File: src/rtl/espg_pkg.sv
// package: types and constants of the engine spark pulse generator
package espg_pkg;

  // ----------------------------------------------------------------
  // widths and rates
  // ----------------------------------------------------------------
  localparam int ANG_W        = 16;
  localparam int DW_W         = 24;
  localparam int ADDR_W       = 8;
  localparam int CLK_HZ       = 200_000_000;
  localparam int TICK_HZ      = 40_000_000;
  localparam int TICK_DIV     = CLK_HZ / TICK_HZ;
  localparam logic [2:0] TICK_LAST = 3'(TICK_DIV - 1);

  // ----------------------------------------------------------------
  // register offsets
  // ----------------------------------------------------------------
  localparam logic [ADDR_W-1:0] CTRL_OFS   = 8'h00;
  localparam logic [ADDR_W-1:0] START_OFS  = 8'h04;
  localparam logic [ADDR_W-1:0] END_OFS    = 8'h08;
  localparam logic [ADDR_W-1:0] CUTOFF_OFS = 8'h0c;
  localparam logic [ADDR_W-1:0] DWELL_OFS  = 8'h10;
  localparam logic [ADDR_W-1:0] MIN_OFS    = 8'h14;
  localparam logic [ADDR_W-1:0] MAX_OFS    = 8'h18;
  localparam logic [ADDR_W-1:0] STATUS_OFS = 8'h1c;
  localparam logic [ADDR_W-1:0] LAST_OFS   = 8'h20;
  localparam logic [ADDR_W-1:0] PERIOD_OFS = 8'h24;

  // ----------------------------------------------------------------
  // field positions and reset values
  // ----------------------------------------------------------------
  localparam int CTRL_EN_BIT   = 0;
  localparam int CTRL_MODE_BIT = 1;
  localparam int CTRL_POL_BIT  = 2;
  localparam logic [ANG_W-1:0] ANG_RST = 16'h0000;
  localparam logic [DW_W-1:0]  DW_RST  = 24'h000000;

  // ----------------------------------------------------------------
  // types
  // ----------------------------------------------------------------
  typedef enum logic [1:0] {
    ST_IDLE   = 2'b00,
    ST_CHARGE = 2'b01,
    ST_HOLD   = 2'b11,
    ST_DONE   = 2'b10
  } espg_state_t;

  typedef struct packed {
    logic [ANG_W-1:0] crank_angle_tick;
    logic [ANG_W-1:0] max_angle_tick;
  } espg_pos_t;

  typedef struct packed {
    logic              psel;
    logic              penable;
    logic              pwrite;
    logic [ADDR_W-1:0] paddr;
    logic [31:0]       pwdata;
  } espg_apb_req_t;

  typedef struct packed {
    logic [31:0] prdata;
    logic        pready;
    logic        pslverr;
  } espg_apb_rsp_t;

  typedef struct packed {
    logic             ignition_enable;
    logic             timing_mode_select;
    logic             output_polarity_invert;
    logic [ANG_W-1:0] leading_edge_angle;
    logic [ANG_W-1:0] trailing_edge_angle;
    logic [ANG_W-1:0] cycle_reset_angle;
    logic [DW_W-1:0]  requested_charge_time;
    logic [DW_W-1:0]  minimum_charge_time;
    logic [DW_W-1:0]  maximum_charge_time;
  } espg_cfg_t;

endpackage

File: src/rtl/espg_spark.sv
// module: engine spark pulse generator with apb configuration
//
// The implementer's own choices: the address map and the APB interface to the registers.
`timescale 1ns/1ps

module espg_spark #(
  parameter logic [7:0] UNLOCK_KEY = 8'h5a  // arbitrary value
) (
  input  wire logic                   i_clk,
  input  wire logic                   i_rst,
  input  wire espg_pkg::espg_apb_req_t i_apb,
  input  wire espg_pkg::espg_pos_t    i_engine_position_bundle,
  input  wire logic [7:0]             i_key,
  output espg_pkg::espg_apb_rsp_t     o_apb,
  output logic                        o_ignition_pulse_output
);

  // ----------------------------------------------------------------
  // state
  // ----------------------------------------------------------------
  typedef struct packed {
    espg_pkg::espg_cfg_t                 cfg;
    espg_pkg::espg_state_t               state;
    logic [espg_pkg::ANG_W-1:0]          pos_prev;
    logic [espg_pkg::DW_W-1:0]           per_cnt;
    logic [espg_pkg::DW_W-1:0]           period;
    logic [espg_pkg::DW_W-1:0]           dwell_cnt;
    logic [espg_pkg::DW_W-1:0]           last_dwell;
    logic [2:0]                          div_cnt;
    logic                                tick;
    logic                                out;
    espg_pkg::espg_apb_rsp_t             rsp;
  } espg_st_t;

  espg_st_t st_ff;
  espg_st_t nxt_st;

  // ----------------------------------------------------------------
  // conditions
  // ----------------------------------------------------------------
  logic [espg_pkg::ANG_W-1:0]              pos;
  logic [espg_pkg::ANG_W-1:0]              rem;
  logic [espg_pkg::ANG_W+espg_pkg::DW_W-1:0] predict;
  logic                                    unlock;
  logic                                    run;
  logic                                    at_start;
  logic                                    at_end;
  logic                                    at_cut;
  logic                                    dwell_due;
  logic                                    min_met;
  logic                                    max_hit;
  logic                                    active;
  logic                                    pos_moved;
  logic                                    acc_first;
  logic                                    acc_done;

  assign pos       = i_engine_position_bundle.crank_angle_tick;
  assign unlock    = (i_key == UNLOCK_KEY);
  assign run       = st_ff.cfg.ignition_enable && unlock;
  assign at_start  = (pos == st_ff.cfg.leading_edge_angle);
  assign at_end    = (pos == st_ff.cfg.trailing_edge_angle);
  assign at_cut    = (pos == st_ff.cfg.cycle_reset_angle);
  assign pos_moved = (pos != st_ff.pos_prev);
  // angle still to go up to the trailing edge, wrapping per cycle
  assign rem = (st_ff.cfg.trailing_edge_angle >= pos) ?
               espg_pkg::ANG_W'(st_ff.cfg.trailing_edge_angle - pos) :
               espg_pkg::ANG_W'(st_ff.cfg.trailing_edge_angle +
                                i_engine_position_bundle.max_angle_tick - pos);
  assign predict = {{espg_pkg::DW_W{1'b0}}, rem} *
                   {{espg_pkg::ANG_W{1'b0}}, st_ff.period};
  assign dwell_due = (st_ff.period != 24'h000000) &&
                     (predict <= {{espg_pkg::ANG_W{1'b0}},
                                  st_ff.cfg.requested_charge_time});
  assign min_met   = (st_ff.dwell_cnt >= st_ff.cfg.minimum_charge_time);
  assign max_hit   = (st_ff.dwell_cnt >= st_ff.cfg.maximum_charge_time);
  assign active    = (st_ff.state == espg_pkg::ST_CHARGE) ||
                     (st_ff.state == espg_pkg::ST_HOLD);
  assign acc_first = i_apb.psel && i_apb.penable && !st_ff.rsp.pready;
  assign acc_done  = i_apb.psel && i_apb.penable && st_ff.rsp.pready;

  // ----------------------------------------------------------------
  // next state
  // ----------------------------------------------------------------
  always_comb begin
    logic hit;
    logic [31:0] rd;
    hit    = 1'b1;
    rd     = 32'h00000000;
    nxt_st = st_ff;

    // 40 MHz tick enable
    nxt_st.tick = (st_ff.div_cnt == espg_pkg::TICK_LAST);
    if (st_ff.div_cnt == espg_pkg::TICK_LAST) begin
      nxt_st.div_cnt = 3'h0;
    end else begin
      nxt_st.div_cnt = st_ff.div_cnt + 3'h1;
    end

    // engine speed: ticks between crank angle steps
    nxt_st.pos_prev = pos;
    if (pos_moved) begin
      nxt_st.period  = st_ff.per_cnt;
      // a tick on the step edge opens the new interval, so phase cannot skew it
      nxt_st.per_cnt = st_ff.tick ? 24'h000001 : 24'h000000;
    end else if (st_ff.tick && (st_ff.per_cnt != 24'hffffff)) begin
      nxt_st.per_cnt = st_ff.per_cnt + 24'h000001;
    end

    // dwell counter in 40 MHz ticks
    if (active && st_ff.tick && (st_ff.dwell_cnt != 24'hffffff)) begin
      nxt_st.dwell_cnt = st_ff.dwell_cnt + 24'h000001;
    end

    // pulse sequencer
    if (!run) begin
      nxt_st.state = espg_pkg::ST_IDLE;
    end else if (at_cut) begin
      nxt_st.state = espg_pkg::ST_IDLE;
    end else begin
      case (st_ff.state)
        espg_pkg::ST_IDLE: begin
          if (st_ff.cfg.timing_mode_select ? at_start : dwell_due) begin
            nxt_st.state     = espg_pkg::ST_CHARGE;
            nxt_st.dwell_cnt = 24'h000000;
          end
        end
        espg_pkg::ST_CHARGE: begin
          if (max_hit) begin
            nxt_st.state = espg_pkg::ST_DONE;
          end else if (at_end) begin
            nxt_st.state = min_met ? espg_pkg::ST_DONE :
                                     espg_pkg::ST_HOLD;
          end
        end
        espg_pkg::ST_HOLD: begin
          if (min_met || max_hit) begin
            nxt_st.state = espg_pkg::ST_DONE;
          end
        end
        espg_pkg::ST_DONE: begin
          nxt_st.state = espg_pkg::ST_DONE;
        end
        default: begin
          nxt_st.state = espg_pkg::ST_IDLE;
        end
      endcase
    end
    if (active && (nxt_st.state != espg_pkg::ST_CHARGE) &&
        (nxt_st.state != espg_pkg::ST_HOLD)) begin
      nxt_st.last_dwell = st_ff.dwell_cnt;
    end

    // apb write, taken at the edge that sees pready high
    if (acc_done && i_apb.pwrite) begin
      case (i_apb.paddr)
        espg_pkg::CTRL_OFS: begin
          nxt_st.cfg.ignition_enable        = i_apb.pwdata[espg_pkg::CTRL_EN_BIT];
          nxt_st.cfg.timing_mode_select     = i_apb.pwdata[espg_pkg::CTRL_MODE_BIT];
          nxt_st.cfg.output_polarity_invert = i_apb.pwdata[espg_pkg::CTRL_POL_BIT];
        end
        espg_pkg::START_OFS:  nxt_st.cfg.leading_edge_angle    = i_apb.pwdata[15:0];
        espg_pkg::END_OFS:    nxt_st.cfg.trailing_edge_angle   = i_apb.pwdata[15:0];
        espg_pkg::CUTOFF_OFS: nxt_st.cfg.cycle_reset_angle     = i_apb.pwdata[15:0];
        espg_pkg::DWELL_OFS:  nxt_st.cfg.requested_charge_time = i_apb.pwdata[23:0];
        espg_pkg::MIN_OFS:    nxt_st.cfg.minimum_charge_time   = i_apb.pwdata[23:0];
        espg_pkg::MAX_OFS:    nxt_st.cfg.maximum_charge_time   = i_apb.pwdata[23:0];
        default: begin
        end
      endcase
    end

    // apb read data and answer, one wait state
    case (i_apb.paddr)
      espg_pkg::CTRL_OFS:   rd = {29'h0, st_ff.cfg.output_polarity_invert,
                                  st_ff.cfg.timing_mode_select,
                                  st_ff.cfg.ignition_enable};
      espg_pkg::START_OFS:  rd = {16'h0, st_ff.cfg.leading_edge_angle};
      espg_pkg::END_OFS:    rd = {16'h0, st_ff.cfg.trailing_edge_angle};
      espg_pkg::CUTOFF_OFS: rd = {16'h0, st_ff.cfg.cycle_reset_angle};
      espg_pkg::DWELL_OFS:  rd = {8'h0, st_ff.cfg.requested_charge_time};
      espg_pkg::MIN_OFS:    rd = {8'h0, st_ff.cfg.minimum_charge_time};
      espg_pkg::MAX_OFS:    rd = {8'h0, st_ff.cfg.maximum_charge_time};
      espg_pkg::STATUS_OFS: rd = {28'h0, unlock, active, st_ff.state};
      espg_pkg::LAST_OFS:   rd = {8'h0, st_ff.last_dwell};
      espg_pkg::PERIOD_OFS: rd = {8'h0, st_ff.period};
      default:              hit = 1'b0;
    endcase
    nxt_st.rsp.pready  = acc_first;
    nxt_st.rsp.pslverr = acc_first && !hit;
    nxt_st.rsp.prdata  = (acc_first && hit && !i_apb.pwrite) ? rd : 32'h00000000;

    // output level with polarity
    nxt_st.out = ((nxt_st.state == espg_pkg::ST_CHARGE) ||
                  (nxt_st.state == espg_pkg::ST_HOLD)) ^
                 nxt_st.cfg.output_polarity_invert;
  end

  always_ff @(posedge i_clk or posedge i_rst) begin
    if (i_rst) begin
      st_ff <= '0;
    end else begin
      st_ff <= nxt_st;
    end
  end

  assign o_apb                   = st_ff.rsp;
  assign o_ignition_pulse_output = st_ff.out;
endmodule

File: config.mk
export PLATFORM = sky130hd
export DESIGN_NAME = espg_spark
export DESIGN_NICKNAME = d
export VERILOG_FILES = /design/src/rtl/espg_pkg.sv /design/src/rtl/espg_spark.sv
export SDC_FILE = /design/constraint.sdc
export NUM_CORES = 2
export LEC_CHECK = 0
export BUFFER_PORTS_ARGS = -buffer_cell sky130_fd_sc_hd__buf_2
export CORE_MARGIN = 4
export CORE_UTILIZATION = 35
export CTS_BUF_LIST = sky130_fd_sc_hd__clkbuf_4
export DETAILED_ROUTE_END_ITERATION = 7
export GPL_TIMING_DRIVEN = 0
export PLACE_DENSITY = 0.57
export SETUP_SLACK_MARGIN = 0.3
export SLEW_MARGIN = 20
export SYNTH_ARGS = -nofsm -noshare
export SYNTH_HDL_FRONTEND = slang
export SYNTH_SLANG_ARGS = --single-unit
File: constraint.sdc
create_clock -name i_clk -period 13.7 [get_ports i_clk]
set_clock_uncertainty 0.15 [all_clocks]
set_input_delay 2.055 -clock i_clk [delete_from_list [all_inputs] [get_ports i_clk]]
set_output_delay 2.055 -clock i_clk [all_outputs]
set_load 0.05 [all_outputs]
Yosys cells after proc, flatten, opt, wreduce, memory -nomap -nowiden
Index checks and enable logic that the tools add are counted.
{"block": "totals", "wordCells": 119, "output_inout_bits": 35, "input_bits": 85, "register_bits": 276}
{"block": "classes", "addsub": 6, "n_eq_ne": 24, "mux": 30, "reduce_logical": 32, "n_mul": 1, "order_cmp": 4, "bitwise": 1}
{"operator": "24-bit 2-to-1 mux", "count": 10}
{"operator": "24-bit case mux with 10 select lines", "count": 1}
{"operator": "121-bit 2-to-1 mux", "count": 1}
{"operator": "16-bit 2-to-1 mux", "count": 4}
{"operator": "24-bit by 1-bit adder with 24-bit output, second input constant", "count": 2}
{"operator": "16-bit == test", "count": 3}
{"operator": "24-bit >= comparator", "count": 2}
{"operator": "24-bit inequality test, second input constant", "count": 2}
{"operator": "40-bit by 24-bit <= comparator with 1-bit output", "count": 1}
{"operator": "16-bit by 24-bit multiplier with 40-bit output", "count": 1}
{"operator": "8-bit by 5-bit == test with 1-bit output, second input constant", "count": 4}
{"operator": "32-bit 2-to-1 mux", "count": 1}
{"operator": "16-bit subtractor", "count": 2}
{"operator": "24-bit nonzero test", "count": 1}
{"operator": "16-bit adder", "count": 1}
{"operator": "8-bit by 4-bit == test with 1-bit output, second input constant", "count": 2}
{"operator": "8-bit by 6-bit == test with 1-bit output, second input constant", "count": 2}
{"operator": "16-bit >= comparator", "count": 1}
{"operator": "16-bit inequality test", "count": 1}
{"operator": "1-bit logical AND", "count": 14}
{"operator": "2-bit AND reduction", "count": 7}
{"operator": "2-bit 2-to-1 mux", "count": 6}
{"operator": "10-bit OR reduction", "count": 1}
{"operator": "8-bit by 3-bit == test with 1-bit output, second input constant", "count": 1}
{"operator": "other kinds (16)", "count": 27}

Depth between registers and ports, before layout
{"block": "depth", "depth_word": 14, "depth_mapped": 48, "mapped_depth_nobuf": 45}

Worst setup path before layout
OpenSTA, ideal clock, no wires.
{"block": "synth_path", "kind": "input port to flip-flop", "from": "in i_engine_position_bundle[16] in the netlist's numbering", "to": "reg st_ff[63] in the netlist's numbering", "path_slack_ns": 1.829, "arrival_time_ns": 11.587, "path_stages": 43, "n_path_buf": 4, "setup_time_ns": 0.134, "required_time_ns": 13.416, "cell_sequence": "ha_1 > inv_1 > fa_1 > a21o_1 > a21o_1 > a21oi_2 > o21ai_1 > a41oi_2 > a211oi_1 > a2111o_1 > buf_6 > buf_6 > mux2i_4 > buf_6 > nand2_1 > fa_1 > inv_1 > fa_1 > (+7 left out) > inv_1 > ha_1 > nand2_1 > a2111oi_0 > nor2_1 > o21ai_0 > xor2_1 > ha_1 > a211oi_1 > o32ai_1 > a2111o_1 > a2111oi_0 > o221ai_1 > nor4_1 > nand4_1 > nor2_2 > buf_4 > nor3_1"}
{"element": "start, declared", "line": "espg_spark.sv:12", "text": "input wire espg_pkg::espg_pos_t i_engine_position_bundle,"}
{"element": "end signal, assigned", "line": "espg_spark.sv:202", "text": "st_ff <= nxt_st;"}
{"element": "end, declared", "line": "espg_spark.sv:35", "text": "espg_st_t st_ff;"}

==> impl_metrics.json <==
{
  "vias_per_cell": 5.13,
  "max-slew-margin-rel": 0.235,
  "critical-path-slowest-cell": "a2111o_1",
  "layout_common_cells": "533 x inv_1, 405 x nand2_1, 322 x fa_1, 268 x dfrtp_1, 219 x ha_1",
  "cts_root_buffer": "clkbuf_4",
  "grt_overflow": 0,
  "highest_layer": "met5",
  "syn_avg_cell_area_um2": 9.30,
  "vias": 22500,
  "gp_congestion": 0.950,
  "hold_path_class": "flip-flop to flip-flop",
  "synth_ff_type": "dfrtp_1",
  "hold_ws_ns": 0.329,
  "synth_cell_type_count": 76,
  "synth_edf_count": 0,
  "grt_pass1_vias": 23300,
  "hold_violations": 0,
  "clk-insertion-delay-late_ns": 0.74,
  "rows": 104,
  "outcome": "finished, final reports clean",
  "timing.fmax_mhz": 77.2,
  "io_pins": 120,
  "leakage_nw": 15.6,
  "final-seq-area_mm2": 0.00671,
  "initial_utilization": 0.355,
  "crit_fanout": 10,
  "wl_per_cell_um": 20.5,
  "fin_tns_setup_ns": 0,
  "antenna_found_initial": 6,
  "multiInputGateArea_mm2": 0.0193,
  "post-place-cells": 4264,
  "synthDominantCellAreaShare": 0.233,
  "routed_wl_um": 89800,
  "crit_type": "input pin to flip-flop",
  "fp.dieW_um": 295,
  "yosysTopAreaCell": "dfrtp_1",
  "cts.sinks": 268,
  "arrival_ns": 13.37,
  "grt_pass1_wl_um": 140000,
  "post-route-period-util": 0.945,
  "detailed_place_hpwl_um": 70800,
  "nFillCells": 8271,
  "drive_above_1_share": 0.144,
  "vdd_drop_max_v": 0.0000645,
  "grtUsageTotal": 0.210,
  "clkSlewWorstSetupHoldPaths_ns": 0.07,
  "finalPower_mw": 1.82,
  "dr.pass1.iters": 8,
  "ys_warn_count": 0,
  "wl_met1_um": 40300,
  "synth.top_cells.by_area": "dfrtp_1 23%, fa_1 22%, ha_1 9.5%, inv_1 7.0%, mux2_2 5.8%",
  "final_cells": 4386,
  "cts_buffers": 67,
  "initialDrtViolationCount": 1733,
  "dieArea_mm2": 0.0868,
  "power-per-cell-area_mw_per_mm2": 57.6,
  "tightest_slew_ns": 1.15,
  "finalCriticalPeriod_ns": 12.95,
  "htreeDepth": 3,
  "async_flop_share": 1.00,
  "rsz0062_at_grt": "no",
  "wl_met3_um": 4940,
  "synth_seq_cells": 268,
  "design.core.area_mm2": 0.0809,
  "portBuffers": 103,
  "clockBufferDepth": 3,
  "syn-cell-area_mm2": 0.0288,
  "final_core_utilization": 0.392,
  "drv_slew": 0,
  "layout_commonest_cell": "inv_1",
  "postRouteAntennaNets": 0,
  "final_nets": 3901,
  "met2_length_um": 41500,
  "cts_tree": "built",
  "cpMostUsedCell": "fa_1",
  "grt_max_degree": 103,
  "syn_to_final_growth_pct": 10.2,
  "setup_viol": 0,
  "ys_seq_area_frac": 0.233,
  "max_stage_delay_ns": 0.56,
  "crit_path_start_kind": "input pin",
  "syn_inst": 3091,
  "drc": 0,
  "drv_cap": 0,
  "cp-end-kind": "flip-flop",
  "die_h_um": 295,
  "crit_required_ns": 14.12
}
[critical path, delay by kind of cell]
| family | cells | cell delay [ns] |
|---|---|---|
| buffers and inverters | 13 | 2.02 |
| xor gates and xnor gates | 1 | 0.27 |
| adders and majority gates | 10 | 4.33 |
| AOI/OAI and AO/OA | 15 | 3.57 |
| and+or+nand+nor | 7 | 1.09 |
[final timing paths]
path	slack, ns	from	cells after the start	to
max in group asynchronous	11.27	i_rst	4	o_apb[3]$_DFF_PP0_
min reg2reg	0.33	st_ff[36]$_DFF_PP0_	1	st_ff[36]$_DFF_PP0_
max reg2reg	1.81	st_ff[241]$_DFFE_PP0P_	46	st_ff[82]$_DFF_PP0_
max	0.75	i_engine_position_bundle[16]	46	st_ff[82]$_DFF_PP0_
min in group asynchronous	1.21	i_rst	2	st_ff[193]$_DFFE_PP0P_
min	0.33	st_ff[36]$_DFF_PP0_	1	st_ff[36]$_DFF_PP0_
[what timing repair did]
action / in CTS / in global routing
gates resized for setup: 6 / 18
pin swaps: 1 / 2
cloned: 0 / 0
setup buffers: 1 / 1
hold buffers: 0 / 0
setup endpoints to repair: 26 / 26
endpoints found under the hold margin: 0 / 0
[flip-flops by register name, indices dropped and copies added (netlist names)]
signal	cells
st_ff	241
o_ignition_pulse_output	1
o_apb	26
[through the flow]
step	setup slack (ns)	area (um^2)
4_1_cts	0.482	31600
6_report	0.748	31700
5_1_grt	0.303	31700
3_3_place_gp	-1.17	30600
3_5_place_dp	-1.08	30700
2_1_floorplan	1.83	28800
[synth_stat cells, types with 23 or more instances]
cell and n:
fa_1 322, nor4_1 24, a31oi_1 24, dfrtp_1 268
a21o_1 28, buf_4 44, xor2_1 78, nand4_1 32
a21oi_1 85, mux2_2 149, inv_1 534, nand2_1 405
clkbuf_1 96, xnor2_1 63, and2_1 123, nor3_1 45
nand3_1 56, a22oi_1 45, nor2_1 102, o21ai_0 49
nor2b_1 29, ha_1 219, nand2b_1 23
[layer usage]
metal,track usage,up-vias
met5,0,-
met2,0.344,717
met1,0.288,11300
met4,0.0698,2
met3,0.0277,151
li1,-,10400
[where the power goes]
part           internal [mW]  switching, mW
logic                 0.0889          0.252
clock network          0.354          0.332
registers              0.795        0.00296
total                   1.24          0.587
[kinds of logic after synthesis]
| logic type | after synthesis | share of synthesized area |
|---|---|---|
| flip-flops | 268 | 0.233 |
| multiplexers | 159 | 0.0640 |
| AND/OR/NAND/NOR | 888 | 0.146 |
| XOR/XNOR | 141 | 0.0430 |
| adder cells (fa/ha/maj) | 541 | 0.319 |
| buffers and inverters | 706 | 0.100 |
| AO/OA/AOI/OAI | 387 | 0.0937 |
| other | 1 | 0.000130 |
[final cells by class]
type                    count  area share
diodes                      2    0.000158
plain buffers             171      0.0279
clock buffers             100      0.0237
clock inverters            18     0.00343
inverters                 535      0.0636
multi-input cells        2124       0.608
flip-flops and latches    268       0.212
well taps                1060      0.0418
repair buffers            108      0.0193
No activity file was read; power rests on OpenSTA's default activity.
